===== config.mk =====
export PLATFORM = sky130hd
export DESIGN_NAME = stpc_core
export DESIGN_NICKNAME = d
export VERILOG_FILES = /design/src/include/stpc_pkg.sv /design/src/stpc_core.sv
export SDC_FILE = /design/constraint.sdc
export NUM_CORES = 1
export LEC_CHECK = 0
export ABC_AREA = 1
export BUFFER_PORTS_ARGS = -buffer_cell sky130_fd_sc_hd__buf_4
export CAP_MARGIN = 20
export CORE_ASPECT_RATIO = 0.9
export CORE_UTILIZATION = 50
export DETAILED_ROUTE_END_ITERATION = 8
export PLACE_DENSITY = 0.71
export SLEW_MARGIN = 20
export SYNTH_ARGS = -nofsm -noshare
export SYNTH_HDL_FRONTEND = slang
export SYNTH_SLANG_ARGS = --single-unit
export TNS_END_PERCENT = 100

===== constraint.sdc =====
create_clock -name clk_sys -period 5.64 [get_ports clk_sys]
set_clock_uncertainty 0.2 [all_clocks]
set_input_delay 0.282 -clock clk_sys [delete_from_list [all_inputs] [get_ports clk_sys]]
set_output_delay 0.282 -clock clk_sys [all_outputs]
set_load 0.02 [all_outputs]

===== src/include/stpc_pkg.sv =====
// Purpose: shared constants and types for the stepper translator and PWM control block
// Assumes: 200 MHz system clock, AXI4-Lite register access with 32-bit data
// Notes:   all timing figures are given in their own unit and converted to cycles here
package stpc_pkg;
   // register byte offsets
   localparam logic [3:0] OFF_CTRL   = 4'h0;
   localparam logic [3:0] OFF_STATUS = 4'h4;
   localparam logic [3:0] OFF_COIL   = 4'h8;

   // control register fields
   localparam int CTRL_EN     = 0;
   localparam int CTRL_SLOPE  = 1;
   localparam int CTRL_RES    = 3;
   localparam int CTRL_DIRBIT = 6;
   localparam int CTRL_POL    = 7;
   localparam int CTRL_DBL    = 8;
   localparam int CTRL_JIT    = 9;
   localparam int CTRL_W      = 10;
   localparam logic [9:0] CTRL_RESET = 10'h000;

   // status register fields
   localparam int STAT_POS   = 0;
   localparam int STAT_FAULT = 7;
   localparam int STAT_FAST  = 9;
   localparam int STAT_DIR   = 11;

   // coil register fields
   localparam int COIL_Y = 16;

   // step resolution codes
   localparam logic [2:0] RES_32   = 3'h0;
   localparam logic [2:0] RES_16   = 3'h1;
   localparam logic [2:0] RES_8    = 3'h2;
   localparam logic [2:0] RES_4    = 3'h3;
   localparam logic [2:0] RES_2    = 3'h4;
   localparam logic [2:0] RES_HSQ  = 3'h5;
   localparam logic [2:0] RES_FULL = 3'h6;
   localparam logic [6:0] FS_ZERO_IDX = 7'h70;  // full step 0* sits at fine index 112
   localparam logic [9:0] MAG_FULL    = 10'h3e8; // 100.0 percent in tenths

   // timing
   localparam int CLK_MHZ       = 200;
   localparam int INTERLOCK_NS  = 100;
   localparam int INTERLOCK_CYC = (INTERLOCK_NS * CLK_MHZ + 999) / 1000;
   localparam int OSC_KHZ       = 4000;
   localparam int OSC_DIV       = CLK_MHZ * 1000 / OSC_KHZ;
   localparam int PWM_HZ        = 22800;
   localparam int PWM_TICKS     = OSC_KHZ * 1000 / PWM_HZ;

   // axi responses
   localparam logic [1:0] RESP_OKAY   = 2'h0;
   localparam logic [1:0] RESP_SLVERR = 2'h2;

   // gate drive of one h-bridge
   typedef struct packed {
      logic hs_a;
      logic ls_a;
      logic hs_b;
      logic ls_b;
   } stpc_gate_t;

   // requested coil current
   typedef struct packed {
      logic       neg;
      logic [9:0] mag;
   } stpc_coil_t;

   // pwm phase of one coil
   typedef enum logic [3:0] {
      PH_OFF  = 4'b0001,
      PH_FWD  = 4'b0010,
      PH_SLOW = 4'b0100,
      PH_FAST = 4'b1000
   } stpc_phase_t;
endpackage


===== src/stpc_core.sv =====
// Purpose: micro-step translator, pwm current loop and bridge gate control, AXI4-Lite registers
// Assumes: analog comparators, short sensors and back-emf detector arrive asynchronously on pins
// Notes:
`timescale 1ns/1ps
module stpc_core #(
   parameter int PWM_TICKS_P = stpc_pkg::PWM_TICKS,
   parameter int OSC_DIV_P   = stpc_pkg::OSC_DIV
) (
   // clock and reset
   input  wire logic               clk_sys,
   input  wire logic               rst,
   // axi4-lite write
   input  wire logic [3:0]         s_axi_awaddr,
   input  wire logic               s_axi_awvalid,
   output logic                    s_axi_awready,
   input  wire logic [31:0]        s_axi_wdata,
   input  wire logic [3:0]         s_axi_wstrb,
   input  wire logic               s_axi_wvalid,
   output logic                    s_axi_wready,
   output logic [1:0]              s_axi_bresp,
   output logic                    s_axi_bvalid,
   input  wire logic               s_axi_bready,
   // axi4-lite read
   input  wire logic [3:0]         s_axi_araddr,
   input  wire logic               s_axi_arvalid,
   output logic                    s_axi_arready,
   output logic [31:0]             s_axi_rdata,
   output logic [1:0]              s_axi_rresp,
   output logic                    s_axi_rvalid,
   input  wire logic               s_axi_rready,
   // host pins
   input  wire logic               step_advance_pin,
   input  wire logic               rotation_sense_ctrl,
   // analog sense pins, index 0 coil x, 1 coil y
   input  wire logic [1:0]         current_above_ref,
   input  wire logic [1:0]         driver_overcurrent,
   input  wire logic [1:0]         switch_overvoltage,
   input  wire logic               supply_below_2bemf,
   // bridge side
   output stpc_pkg::stpc_gate_t    gate_x,
   output stpc_pkg::stpc_gate_t    gate_y,
   output logic                    bridge_hiz,
   output logic [1:0]              slope_rate_select,
   output logic [1:0]              driver_current_limit,
   output stpc_pkg::stpc_coil_t    coil_ref_x,
   output stpc_pkg::stpc_coil_t    coil_ref_y
);
   localparam int NSYNC = 8;

   // quarter sine in tenths of a percent, index 0..32
   function automatic logic [9:0] sine_q(input logic [5:0] k);
      logic [9:0] v;
      v = 10'h000;
      unique case (k)
         6'd0:  v = 10'd0;    6'd1:  v = 10'd35;   6'd2:  v = 10'd81;   6'd3:  v = 10'd127;
         6'd4:  v = 10'd174;  6'd5:  v = 10'd221;  6'd6:  v = 10'd267;  6'd7:  v = 10'd314;
         6'd8:  v = 10'd349;  6'd9:  v = 10'd383;  6'd10: v = 10'd430;  6'd11: v = 10'd465;
         6'd12: v = 10'd500;  6'd13: v = 10'd546;  6'd14: v = 10'd581;  6'd15: v = 10'd616;
         6'd16: v = 10'd651;  6'd17: v = 10'd686;  6'd18: v = 10'd721;  6'd19: v = 10'd755;
         6'd20: v = 10'd790;  6'd21: v = 10'd826;  6'd22: v = 10'd849;  6'd23: v = 10'd872;
         6'd24: v = 10'd895;  6'd25: v = 10'd918;  6'd26: v = 10'd930;  6'd27: v = 10'd941;
         6'd28: v = 10'd953;  6'd29: v = 10'd965;  6'd30: v = 10'd977;  6'd31: v = 10'd988;
         default: v = stpc_pkg::MAG_FULL;
      endcase
      return v;
   endfunction

   // coil current of a 1/32 table index; ycoil selects the cosine coil
   function automatic stpc_pkg::stpc_coil_t circ(input logic [6:0] p, input logic ycoil);
      stpc_pkg::stpc_coil_t c;
      logic [5:0]           k;
      logic [5:0]           kc;
      logic [1:0]           q;
      q  = p[6:5];
      k  = {1'b0, p[4:0]};
      kc = 6'd32 - k;
      c.mag = (q[0] ^ ycoil) ? sine_q(kc) : sine_q(k);
      c.neg = ycoil ? (q == 2'd1 || q == 2'd2) : q[1];
      if (c.mag == 10'h000)
         c.neg = 1'b0;
      return c;
   endfunction

   // position mask per resolution
   function automatic logic [6:0] pos_mask(input logic [2:0] m);
      logic [6:0] r;
      unique case (m)
         stpc_pkg::RES_16:   r = 7'h3f;
         stpc_pkg::RES_8:    r = 7'h1f;
         stpc_pkg::RES_4:    r = 7'h0f;
         stpc_pkg::RES_2:    r = 7'h07;
         stpc_pkg::RES_HSQ:  r = 7'h07;
         stpc_pkg::RES_FULL: r = 7'h03;
         default:            r = 7'h7f;
      endcase
      return r;
   endfunction

   // gate pattern for a phase and current sign
   function automatic stpc_pkg::stpc_gate_t gate_of(input stpc_pkg::stpc_phase_t ph, input logic neg);
      stpc_pkg::stpc_gate_t g;
      g = '0;
      unique case (ph)
         stpc_pkg::PH_FWD:  g = neg ? 4'b0110 : 4'b1001;
         stpc_pkg::PH_SLOW: g = 4'b0101;
         stpc_pkg::PH_FAST: g = neg ? 4'b1001 : 4'b0110;
         default:           g = 4'b0000;
      endcase
      return g;
   endfunction

   logic [stpc_pkg::CTRL_W-1:0]  ctrl_r;
   logic [NSYNC-1:0]             s1_r;
   logic [NSYNC-1:0]             s2_r;
   logic [NSYNC-1:0]             s3_r;
   logic [NSYNC-1:0]             flt_r;
   logic                         step_prev_r;
   logic [6:0]                   pos_r;
   logic [2:0]                   mode_r;
   stpc_pkg::stpc_coil_t         tgt_r [2];
   logic [1:0]                   fast_pend_r;
   logic [1:0]                   fault_r;
   stpc_pkg::stpc_phase_t        phase_r [2];
   logic [7:0]                   osc_cnt_r;
   logic                         tick_r;
   logic [8:0]                   pwm_cnt_r;
   logic [8:0]                   period_r;
   logic [7:0]                   lfsr_r;
   logic [1:0]                   half_r [4];
   logic [7:0]                   dead_r [4];
   logic                         aw_full_r;
   logic                         w_full_r;
   logic [3:0]                   aw_addr_r;
   logic [31:0]                  w_data_r;
   logic [3:0]                   w_strb_r;

   // synchronised pin view
   logic [1:0] cmp_above;
   logic [1:0] ocur;
   logic [1:0] ovolt;
   logic       step_lvl;
   logic       dir_lvl;
   logic       bemf_low;
   logic       supply_low_r;
   logic [2:0] bl_r;
   assign step_lvl  = flt_r[0];
   assign dir_lvl   = flt_r[1];
   assign cmp_above = flt_r[3:2];
   assign ocur      = flt_r[5:4];
   assign ovolt     = flt_r[7:6];
   assign bemf_low  = supply_low_r;

   // three-stage pin synchronisers, level accepted when stages two and three agree
   always_ff @(posedge clk_sys)
   begin
      s1_r <= {switch_overvoltage, driver_overcurrent, current_above_ref, rotation_sense_ctrl, step_advance_pin};
      s2_r <= s1_r;
      s3_r <= s2_r;
      for (int i = 0; i < NSYNC; i++)
         if (s2_r[i] == s3_r[i])
            flt_r[i] <= s3_r[i];
      if (rst)
      begin
         s1_r  <= '0;
         s2_r  <= '0;
         s3_r  <= '0;
         flt_r <= '0;
      end
   end

   // back-emf detector synchroniser
   always_ff @(posedge clk_sys)
   begin
      bl_r <= {bl_r[1:0], supply_below_2bemf};
      if (bl_r[1] == bl_r[2])
         supply_low_r <= bl_r[2];
      if (rst)
      begin
         bl_r         <= 3'h0;
         supply_low_r <= 1'b0;
      end
   end

   // translator: step edges, direction, mode changes and wrap
   logic step_edge;
   logic dir_dn;
   assign step_edge = ctrl_r[stpc_pkg::CTRL_POL] ? (step_prev_r & ~step_lvl) : (~step_prev_r & step_lvl);
   assign dir_dn    = dir_lvl ^ ctrl_r[stpc_pkg::CTRL_DIRBIT];
   always_ff @(posedge clk_sys)
   begin
      step_prev_r <= step_lvl;
      mode_r      <= ctrl_r[stpc_pkg::CTRL_RES+:3];
      if (mode_r != ctrl_r[stpc_pkg::CTRL_RES+:3])
         pos_r <= 7'h00;
      else if (step_edge)
         pos_r <= (dir_dn ? pos_r - 7'h01 : pos_r + 7'h01) & pos_mask(mode_r);
      if (rst)
      begin
         step_prev_r <= 1'b0;
         mode_r      <= stpc_pkg::RES_32;
         pos_r       <= 7'h00;
      end
   end

   // current tables: circular subset or square half step
   logic [6:0]           fine_idx;
   stpc_pkg::stpc_coil_t want [2];
   always_comb
   begin
      unique case (mode_r)
         stpc_pkg::RES_16:   fine_idx = {pos_r[5:0], 1'b0};
         stpc_pkg::RES_8:    fine_idx = {pos_r[4:0], 2'b0};
         stpc_pkg::RES_4:    fine_idx = {pos_r[3:0], 3'b0};
         stpc_pkg::RES_2:    fine_idx = {pos_r[2:0], 4'b0};
         stpc_pkg::RES_FULL: fine_idx = stpc_pkg::FS_ZERO_IDX + {pos_r[1:0], 5'b0};
         default:            fine_idx = pos_r;
      endcase
      want[0] = circ(fine_idx, 1'b0);
      want[1] = circ(fine_idx, 1'b1);
      if (mode_r == stpc_pkg::RES_HSQ)
      begin
         // odd positions full on both coils, even ones full on one coil
         want[0].mag = (pos_r[2:0] == 3'h0 || pos_r[2:0] == 3'h4) ? 10'h000 : stpc_pkg::MAG_FULL;
         want[0].neg = pos_r[2] && pos_r[1:0] != 2'h0;
         want[1].mag = (pos_r[2:0] == 3'h2 || pos_r[2:0] == 3'h6) ? 10'h000 : stpc_pkg::MAG_FULL;
         want[1].neg = pos_r[2:0] == 3'h3 || pos_r[2:0] == 3'h4 || pos_r[2:0] == 3'h5;
      end
   end

   // requested current and fast decay request on a falling request
   always_ff @(posedge clk_sys)
   begin
      for (int i = 0; i < 2; i++)
      begin
         tgt_r[i] <= want[i];
         if (want[i].mag < tgt_r[i].mag || (want[i].neg != tgt_r[i].neg && tgt_r[i].mag != 10'h000))
            fast_pend_r[i] <= 1'b1;
         else if (phase_r[i] == stpc_pkg::PH_FAST)
            fast_pend_r[i] <= 1'b0;
      end
      if (rst)
      begin
         tgt_r[0]    <= '0;
         tgt_r[1]    <= '0;
         fast_pend_r <= 2'h0;
      end
   end

   // pwm clock: oscillator-rate tick and period counter with double and jitter options
   always_ff @(posedge clk_sys)
   begin
      tick_r <= 1'b0;
      osc_cnt_r <= osc_cnt_r + 8'h01;
      if (osc_cnt_r == 8'(OSC_DIV_P - 1))
      begin
         osc_cnt_r <= 8'h00;
         tick_r    <= 1'b1;
      end
      if (tick_r)
      begin
         pwm_cnt_r <= pwm_cnt_r + 9'h001;
         if (pwm_cnt_r >= period_r)
         begin
            pwm_cnt_r <= 9'h000;
            lfsr_r    <= {lfsr_r[6:0], lfsr_r[7] ^ lfsr_r[5] ^ lfsr_r[4] ^ lfsr_r[3]};
            period_r  <= (ctrl_r[stpc_pkg::CTRL_DBL] ? 9'(PWM_TICKS_P / 2) : 9'(PWM_TICKS_P)) - 9'h001
                         + (ctrl_r[stpc_pkg::CTRL_JIT] ? {6'h00, lfsr_r[2:0]} : 9'h000);
         end
      end
      if (rst)
      begin
         osc_cnt_r <= 8'h00;
         tick_r    <= 1'b0;
         pwm_cnt_r <= 9'h000;
         lfsr_r    <= 8'h01;
         period_r  <= 9'(PWM_TICKS_P - 1);
      end
   end

   // per-coil regulation loop
   logic period_start;
   assign period_start = tick_r && pwm_cnt_r >= period_r;
   always_ff @(posedge clk_sys)
   begin
      for (int i = 0; i < 2; i++)
      begin
         if (!ctrl_r[stpc_pkg::CTRL_EN] || fault_r[i])
            phase_r[i] <= stpc_pkg::PH_OFF;
         else if (period_start)
            phase_r[i] <= (tgt_r[i].mag == 10'h000) ? stpc_pkg::PH_SLOW : stpc_pkg::PH_FWD;
         else if (tick_r)
         begin
            unique case (phase_r[i])
               stpc_pkg::PH_FWD:
                  if (cmp_above[i] && (!bemf_low || pwm_cnt_r > {1'b0, period_r[8:1]}))
                     phase_r[i] <= fast_pend_r[i] ? stpc_pkg::PH_FAST : stpc_pkg::PH_SLOW;
               stpc_pkg::PH_FAST:
                  if (!cmp_above[i])
                     phase_r[i] <= stpc_pkg::PH_SLOW;
               default:
                  phase_r[i] <= phase_r[i];
            endcase
         end
      end
      if (rst)
      begin
         phase_r[0] <= stpc_pkg::PH_OFF;
         phase_r[1] <= stpc_pkg::PH_OFF;
      end
   end

   // short protection: limit on overcurrent, latch off on overvoltage, clear by disabling
   always_ff @(posedge clk_sys)
   begin
      for (int i = 0; i < 2; i++)
      begin
         driver_current_limit[i] <= ocur[i] && phase_r[i] != stpc_pkg::PH_OFF;
         if (driver_current_limit[i] && ovolt[i])
            fault_r[i] <= 1'b1;
         else if (!ctrl_r[stpc_pkg::CTRL_EN])
            fault_r[i] <= 1'b0;
      end
      if (rst)
      begin
         driver_current_limit <= 2'h0;
         fault_r              <= 2'h0;
      end
   end

   // gate drive with dead time per half-bridge, index 2*coil + side
   stpc_pkg::stpc_gate_t dgate [2];
   assign dgate[0] = gate_of(phase_r[0], tgt_r[0].neg);
   assign dgate[1] = gate_of(phase_r[1], tgt_r[1].neg);
   always_ff @(posedge clk_sys)
   begin
      for (int j = 0; j < 4; j++)
      begin
         logic [1:0] d;
         d = j[0] ? {dgate[j/2].hs_b, dgate[j/2].ls_b} : {dgate[j/2].hs_a, dgate[j/2].ls_a};
         if (dead_r[j] != 8'h00)
            dead_r[j] <= dead_r[j] - 8'h01;
         if (d != half_r[j])
         begin
            if (half_r[j] != 2'b00 || d == 2'b00)
            begin
               half_r[j] <= 2'b00;
               dead_r[j] <= 8'(stpc_pkg::INTERLOCK_CYC);
            end
            else if (dead_r[j] == 8'h00)
               half_r[j] <= d;
         end
      end
      if (rst)
         for (int j = 0; j < 4; j++)
         begin
            half_r[j] <= 2'b00;
            dead_r[j] <= 8'h00;
         end
   end

   // registered bridge and reference outputs
   always_ff @(posedge clk_sys)
   begin
      gate_x            <= {half_r[0], half_r[1]};
      gate_y            <= {half_r[2], half_r[3]};
      bridge_hiz        <= ~ctrl_r[stpc_pkg::CTRL_EN];
      slope_rate_select <= ctrl_r[stpc_pkg::CTRL_SLOPE+:2];
      coil_ref_x        <= tgt_r[0];
      coil_ref_y        <= tgt_r[1];
      if (rst)
      begin
         gate_x            <= '0;
         gate_y            <= '0;
         bridge_hiz        <= 1'b1;
         slope_rate_select <= 2'h0;
         coil_ref_x        <= '0;
         coil_ref_y        <= '0;
      end
   end

   // axi write: address and data taken in either order, answered once both are held
   logic wr_go;
   assign wr_go = aw_full_r && w_full_r && !s_axi_bvalid;
   always_ff @(posedge clk_sys)
   begin
      if (s_axi_awvalid && s_axi_awready)
      begin
         aw_full_r     <= 1'b1;
         s_axi_awready <= 1'b0; // ready kept in its own flop
         aw_addr_r     <= s_axi_awaddr;
      end
      if (s_axi_wvalid && s_axi_wready)
      begin
         w_full_r     <= 1'b1;
         s_axi_wready <= 1'b0;
         w_data_r     <= s_axi_wdata;
         w_strb_r     <= s_axi_wstrb;
      end
      if (wr_go)
      begin
         aw_full_r     <= 1'b0;
         w_full_r      <= 1'b0;
         s_axi_awready <= 1'b1;
         s_axi_wready  <= 1'b1;
         s_axi_bvalid  <= 1'b1;
         s_axi_bresp   <= (aw_addr_r[3:2] <= 2'h2) ? stpc_pkg::RESP_OKAY : stpc_pkg::RESP_SLVERR;
      end
      else if (s_axi_bvalid && s_axi_bready)
         s_axi_bvalid <= 1'b0;
      if (rst)
      begin
         aw_full_r     <= 1'b0;
         w_full_r      <= 1'b0;
         s_axi_awready <= 1'b1;
         s_axi_wready  <= 1'b1;
         aw_addr_r     <= 4'h0;
         w_data_r      <= 32'h0000_0000;
         w_strb_r      <= 4'h0;
         s_axi_bvalid  <= 1'b0;
         s_axi_bresp   <= stpc_pkg::RESP_OKAY;
      end
   end

   // control register, byte lanes 0 and 1
   always_ff @(posedge clk_sys)
   begin
      if (wr_go && {aw_addr_r[3:2], 2'b00} == stpc_pkg::OFF_CTRL)
      begin
         if (w_strb_r[0])
            ctrl_r[7:0] <= w_data_r[7:0];
         if (w_strb_r[1])
            ctrl_r[9:8] <= w_data_r[9:8];
      end
      if (rst)
         ctrl_r <= stpc_pkg::CTRL_RESET;
   end

   // axi read: one-cycle answer, held until taken
   logic [31:0] rd_mux;
   always_comb
   begin
      rd_mux = 32'h0000_0000;
      unique case ({s_axi_araddr[3:2], 2'b00})
         stpc_pkg::OFF_CTRL:   rd_mux[stpc_pkg::CTRL_W-1:0] = ctrl_r;
         stpc_pkg::OFF_STATUS:
         begin
            rd_mux[stpc_pkg::STAT_POS+:7]   = pos_r;
            rd_mux[stpc_pkg::STAT_FAULT+:2] = fault_r;
            rd_mux[stpc_pkg::STAT_FAST+:2]  = {phase_r[1] == stpc_pkg::PH_FAST, phase_r[0] == stpc_pkg::PH_FAST};
            rd_mux[stpc_pkg::STAT_DIR]      = dir_dn;
         end
         stpc_pkg::OFF_COIL:
         begin
            rd_mux[10:0]                    = tgt_r[0];
            rd_mux[stpc_pkg::COIL_Y+:11]    = tgt_r[1];
         end
         default: rd_mux = 32'h0000_0000;
      endcase
   end
   always_ff @(posedge clk_sys)
   begin
      if (s_axi_arvalid && s_axi_arready)
      begin
         s_axi_rvalid  <= 1'b1;
         s_axi_arready <= 1'b0; // no new address while the answer waits
         s_axi_rdata   <= rd_mux;
         s_axi_rresp   <= (s_axi_araddr[3:2] <= 2'h2) ? stpc_pkg::RESP_OKAY : stpc_pkg::RESP_SLVERR;
      end
      else if (s_axi_rvalid && s_axi_rready)
      begin
         s_axi_rvalid  <= 1'b0;
         s_axi_arready <= 1'b1;
      end
      if (rst)
      begin
         s_axi_rvalid  <= 1'b0;
         s_axi_arready <= 1'b1;
         s_axi_rdata   <= 32'h0000_0000;
         s_axi_rresp   <= stpc_pkg::RESP_OKAY;
      end
   end
endmodule


==> results of run 1 <==
metrics by stage:
| stage | setup slack [ns] | util, % | std cells | hold slack (ns) |
|---|---|---|---|---|
| 6_report | 0.651 | 59.7 | 2155 | -0.00119 |
| 5_1_grt | 0.149 | 59.7 | 2155 | 0.0248 |
| 4_1_cts | 0.747 | 59.7 | 2155 | 0.0120 |
| 3_5_place_dp | 0.760 | 54.5 | 2077 | 0.196 |
| 3_3_place_gp | 0.805 | 54.5 | 2077 | 0.190 |
| 2_1_floorplan | 1.74 | - | 1732 | 0.188 |
cell families (layout without fill, tap and decap cells):
family	after synthesis	after routing	synth area share (%)
AND/OR/NAND/NOR	787	787	27.8
AO/OA/AOI/OAI	310	310	14.0
buffers and inverters	282	397	9.39
flip-flops	245	245	39.8
adder cells (fa/ha/maj)	68	68	6.97
XOR/XNOR	29	29	2.06
other	1	11	0.0304
worst max-delay path by stage:
stage                     startpoint        endpoint  slack, ns
final                      mode_r[1]  fast_pend_r[0]       0.65
after global routing       mode_r[2]  fast_pend_r[1]       0.15
after CTS                  mode_r[1]  fast_pend_r[0]       0.75
after detailed placement   mode_r[1]  fast_pend_r[0]       0.76
after global placement     mode_r[1]  fast_pend_r[0]       0.80
after floorplan             pos_r[0]  fast_pend_r[0]       1.74
sequential cells by signal, summed over array words and instances, names as in the netlist, 9 cells and up:
name and cells:
ctrl_r 10, coil_ref_y 11, w_data_r 10, s_axi_rdata 23, coil_ref_x 11, pwm_cnt_r 9, dead_r 32, tgt_r 22
cells in the mapped netlist (3+ instances only):
library cell | instances | area [um^2]
nand2_1 | 284 | 1070
o21ai_1 | 4 | 20.0
a211oi_1 | 10 | 75.1
buf_6 | 4 | 45.0
xnor2_1 | 5 | 43.8
o31ai_1 | 6 | 45.0
buf_2 | 11 | 55.1
nor3_1 | 36 | 180
inv_1 | 205 | 769
a31oi_1 | 6 | 37.5
o22ai_1 | 4 | 25.0
dfxtp_1 | 245 | 4900
nand2_2 | 4 | 25.0
xor2_1 | 24 | 210
ha_1 | 67 | 838
nor3b_1 | 4 | 30.0
a21oi_1 | 121 | 606
nor2_1 | 282 | 1060
a221oi_1 | 3 | 26.3
nand3b_1 | 5 | 37.5
nand2_4 | 4 | 45.0
nand4_1 | 25 | 156
inv_2 | 5 | 18.8
buf_1 | 11 | 41.3
o21a_1 | 3 | 22.5
a21boi_0 | 3 | 22.5
clkbuf_1 | 28 | 105
clkinv_1 | 3 | 11.3
buf_4 | 14 | 105
and2_1 | 5 | 31.3
or2_2 | 6 | 37.5
nor4_1 | 8 | 50.1
o21ai_0 | 123 | 616
nor2_4 | 3 | 33.8
o211ai_1 | 7 | 52.6
nand3_1 | 112 | 561
layer usage:
layer | GRT usage [%] | vias up | wire, um
li1 | - | 5803 | -
met1 | 33.2 | 5157 | 14700
met2 | 38.2 | 290 | 13200
met3 | 4.02 | 52 | 1900
met4 | 6.15 | 0 | 635
met5 | 0 | - | 0
worst max-delay path: stages (launching register included):
cell and delay, ns:
dfxtp_1 0.61, nand2_1 0.17, nand3_4 0.17, nor2_8 0.08, inv_2 0.22, ha_1 0.38
inv_1 0.18, ha_1 0.54, inv_1 0.23, nor2_1 0.21, inv_1 0.07, o21ai_0 0.07
nand3_1 0.10, o21ai_0 0.10, nand2_1 0.10, nand4_1 0.09, o21ai_1 0.12, a21oi_1 0.21
ha_1 0.28, nand2_1 0.10, nor2_1 0.05, a211oi_1 0.23, o221a_2 0.23, a21oi_1 0.06
a21oi_1 0.13
where the power goes:
part           total, uW  leakage, uW  switching [uW]  internal, uW
Sequential          1940      0.00200            79.0          1860
Clock               1910     0.000469             714          1200
Combinational        790      0.00407             478           312
final cells by class:
class	instances	share of cell area [%]
timing repair buffer	135	7.53
sequential	245	33.9
inverter	214	5.58
clock buffer	32	4.80
multi-input combinational	1205	43.6
clock inverter	16	1.90
tap	308	2.67
timing repair:
action | in CTS | in global routing
endpoints found under the setup margin | 0 | 0
hold buffers | 30 | 0
setup buffers | 0 | 0
endpoints found under the hold margin | 28 | 0
==> results.sh, run 1 <==
export IMPL_power_leakage_uw=0.00653
export IMPL_hold_ws_ns=-0.00119
export IMPL_worst_setup_path_type="register to register"
export IMPL_start_util_pct=50.9
export IMPL_finalHoldViolCount=1
export IMPL_cp_start_kind="register"
export IMPL_port_buffers=96
export IMPL_overflow=0
export IMPL_clockRootBuffer="clkbuf_16"
export IMPL_dr_pass1_iters=5
export IMPL_max_slew_margin_rel_pct=46.2
export IMPL_die_area_mm2=0.0253
export IMPL_r2r_end="fast_pend_r[0]"
export IMPL_reg2reg_setup_slack_ns=0.65
export IMPL_rr_worst_depth=24
export IMPL_most_common_layout_cells="nand2_1 (284), nor2_1 (282), dfxtp_1 (245)"
export IMPL_grt_max_degree=71
export IMPL_antenna_found_initial=0
export IMPL_fin_crit_sh_pct=88.5
export IMPL_syn_area_per_cell_um2=7.16
export IMPL_numCtsBuffers=26
export IMPL_min_period_ns=4.99
export IMPL_worstMarginPinSlew_ns=0.805
export IMPL_ys_ff_latch=245
export IMPL_cts_sinks=245
export IMPL_cts_tree="built"
export IMPL_power_uw=4640
export IMPL_grt_pass1_vias=10215
export IMPL_setup_violations=0
export IMPL_synth_edff_count=0
export IMPL_design_area_mm2=0.0145
export IMPL_hp_class="primary input to register"
export IMPL_post_cts_resized=0
export IMPL_synth_warnings=0
export IMPL_crit_fanout=14
export IMPL_insertedDiodeCount=0
export IMPL_dp_final_hpwl_um=21700
export IMPL_synthCells=1722
export IMPL_num_vias=11302
export IMPL_reg2reg_from="mode_r[1]"
export IMPL_drv_cap=0
export IMPL_required_ns=5.90
export IMPL_layout_commonest_cell="nand2_1"
export IMPL_place_congestion=0.893
export IMPL_cts_buffer_depth=3
export IMPL_tns_ns=0
export IMPL_core_area_mm2=0.0242
export IMPL_min_to="slope_rate_select[1]"
export IMPL_htree_levels=1
export IMPL_whs_path_depth=2
export IMPL_routedWlPerCell_um=14.1
export IMPL_outcome="complete, but fails checks"
export IMPL_synth_distinct_cells=59
export IMPL_synth_seq_area_share_pct=39.8
export IMPL_drive_above_1_share_pct=9.91
export IMPL_syn_area_mm2=0.0123
export IMPL_io_pins=136
export IMPL_cellPowerDensity_mw_per_mm2=321
export IMPL_crit_arrival_ns=5.25
export IMPL_final_nets=1955
export IMPL_grt_use_total_pct=23.8
export IMPL_ir_worst_vdd_mv=0.215
export IMPL_placed_area_mm2=0.0132
export IMPL_end_kind="register"
export IMPL_rsz0062_at_grt="false"
export IMPL_die_w_um=167
export IMPL_maxSlewViolCount=0
export IMPL_fillers=2222
export IMPL_register_area_mm2=0.00490
export IMPL_drc=0
export IMPL_async_flop_share_pct=0
export IMPL_multi_input_area_mm2=0.00630
export IMPL_max_freq_ghz=0.200
export IMPL_wl_um=30400
export IMPL_die_h_um=151
export IMPL_rows=54
export IMPL_clkTransAtPathRegs_ns=0.06
export IMPL_clk_latency_ns=0.54
export IMPL_area_growth_pct=17.3
export IMPL_antenna_left=0
export IMPL_hp_start="rst"
export IMPL_drtIter0Drc=775
export IMPL_violations="hold timing"
export IMPL_grt_pass1_wl_um=49700
export IMPL_viasPerCell=5.24
export IMPL_synth_flop_cell="dfxtp_1"
(Power assumes the default switching activity.)
==> run 2: changes to the inputs <==
==> constraint.sdc (replaced) <==
create_clock -name clk_sys -period 5.64 [get_ports clk_sys]
set_clock_uncertainty 0.2 [all_clocks]
set_input_delay 1.128 -clock clk_sys [delete_from_list [all_inputs] [get_ports clk_sys]]
set_output_delay 1.128 -clock clk_sys [all_outputs]
set_load 0.02 [all_outputs]
==> results.sh, run 2 (synthesized netlist as in run 1, its figures left out) <==
export IMPL_io_pins=136
export IMPL_cp_start_kind="register"
export IMPL_largest_reg_flops=32
export IMPL_placed_area_mm2=0.0132
export IMPL_overflow=0
export IMPL_outcome="finished, final reports clean"
export IMPL_clockRootBuffer="clkbuf_16"
export IMPL_crit_arrival_ns=5.40
export IMPL_viasPerCell=5.31
export IMPL_finalHoldViolCount=0
export IMPL_numCtsBuffers=26
export IMPL_grt_pass1_wl_um=49800
export IMPL_port_buffers=96
export IMPL_crit_fanout=15
export IMPL_worst_setup_path_type="register to register"
export IMPL_setup_violations=0
export IMPL_grt_use_total_pct=23.7
export IMPL_antenna_found_initial=0
export IMPL_min_period_ns=5.14
export IMPL_rows=54
export IMPL_rsz0062_at_grt="false"
export IMPL_drtIter0Drc=840
export IMPL_largest_registers="dead_r x32, s_axi_rdata x23, tgt_r x22"
export IMPL_dr_pass1_iters=5
export IMPL_cpPeakStageDelay_ns=0.57
export IMPL_post_cts_resized=0
export IMPL_die_w_um=167
export IMPL_drc=0
export IMPL_tns_ns=0
export IMPL_drive_above_1_share_pct=9.75
export IMPL_insertedDiodeCount=0
export IMPL_layout_commonest_cell="nand2_1"
export IMPL_wl_um=29800
export IMPL_maxSlewViolCount=0
export IMPL_cts_hold_buf=0
export IMPL_clkTransAtPathRegs_ns=0.06
export IMPL_cellPowerDensity_mw_per_mm2=310
export IMPL_drv_cap=0
export IMPL_worstMarginPinSlew_ns=0.832
export IMPL_htree_levels=1
export IMPL_cts_sinks=245
export IMPL_post_cts_buffers=0
export IMPL_num_vias=11272
export IMPL_fin_crit_sh_pct=91.2
export IMPL_clk_latency_ns=0.53
export IMPL_most_common_layout_cells="nand2_1 (284), nor2_1 (282), dfxtp_1 (245)"
export IMPL_power_uw=4350
export IMPL_regMostFlops="dead_r"
export IMPL_area_growth_pct=13.7
export IMPL_path_cells="inv_2, nand3_1, nor2_1, a21oi_2, ha_1, inv_1, ha_1, inv_1, nor2_1, inv_1, o21ai_0, nand3_1, o21ai_0, nand2_1, nand4_1, o21ai_1, a21oi_1, ha_1, nand2_1, nor2_1, a211oi_1, o221a_2, a21oi_1, a21oi_1"
export IMPL_cts_tree="built"
export IMPL_die_h_um=151
export IMPL_max_slew_margin_rel_pct=44.4
export IMPL_start_util_pct=50.9
export IMPL_required_ns=5.90
export IMPL_dp_final_hpwl_um=21900
export IMPL_grt_max_degree=64
export IMPL_routedWlPerCell_um=14.0
export IMPL_cts_buffer_depth=3
export IMPL_die_area_mm2=0.0253
export IMPL_max_freq_ghz=0.195
export IMPL_power_leakage_uw=0.00634
export IMPL_ir_worst_vdd_mv=0.217
export IMPL_antenna_left=0
export IMPL_hp_class="register to register"
export IMPL_place_congestion=0.913
export IMPL_final_nets=1925
export IMPL_core_area_mm2=0.0242
export IMPL_end_kind="register"
export IMPL_design_area_mm2=0.0140
export IMPL_critPathSlowestCell="ha_1"
export IMPL_grt_pass1_vias=10250
[run 2: cell types whose count changed in the layout (fill, tap and decap cells not counted), sizes merged]
cell / before / now
dlygate4sd3: 30 / 0
clkbuf: 32 / 40
clkinv: 10 / 7
bufinv: 7 / 1
[run 2: area by class of cell]
cell class              count  area, um^2
clock buffers              40         764
clock inverters             7        65.1
fillers                  2285       10200
inverters                 214         806
multi-input cells        1205        6300
flip-flops and latches    245        4900
well taps                 308         385
repair buffers            105         788
[run 2: metrics by stage]
step                hold WS [ns]  utilization [%]  setup slack, ns  std cells
finish                     0.201             57.9            0.499       2124
global route               0.228             57.9           0.0296       2124
CTS                        0.204             57.9            0.617       2124
detailed placement         0.195             54.5            0.626       2077
global placement           0.189             54.5            0.793       2077
floorplan                  0.188                -             1.74       1732
[run 2: worst paths after layout]
| path | from | end | slack (ns) | cells after the start |
|---|---|---|---|---|
| worst min-delay path | s1_r[6] | s2_r[6] | 0.20 | 2 |
| worst min register to register | s1_r[6] | s2_r[6] | 0.20 | 2 |
| worst max-delay path | mode_r[2] | fast_pend_r[0] | 0.50 | 24 |
| worst max register to register | mode_r[2] | fast_pend_r[0] | 0.50 | 24 |
[run 2: critical path: cells and delay by family, from the launching register on]
| family | cells | cell delay, ns |
|---|---|---|
| compound gates | 9 | 1.51 |
| fa+ha+maj | 3 | 1.27 |
| simple gates | 8 | 0.93 |
| buf+inv | 4 | 0.69 |
| flops | 1 | 0.46 |
[run 2: power breakdown]
group          switching, uW  internal [uW]
registers               78.9           1860
logic                    472            297
clock network            662            975
total                   1210           3130
[run 2: layer usage]
layer	track usage, %	routed length, um	vias to the layer above
met1	33.4	14200	5124
li1	-	-	5756
met5	0	0	-
met3	4.23	2090	54
met4	6.33	665	0
met2	37.1	12800	338
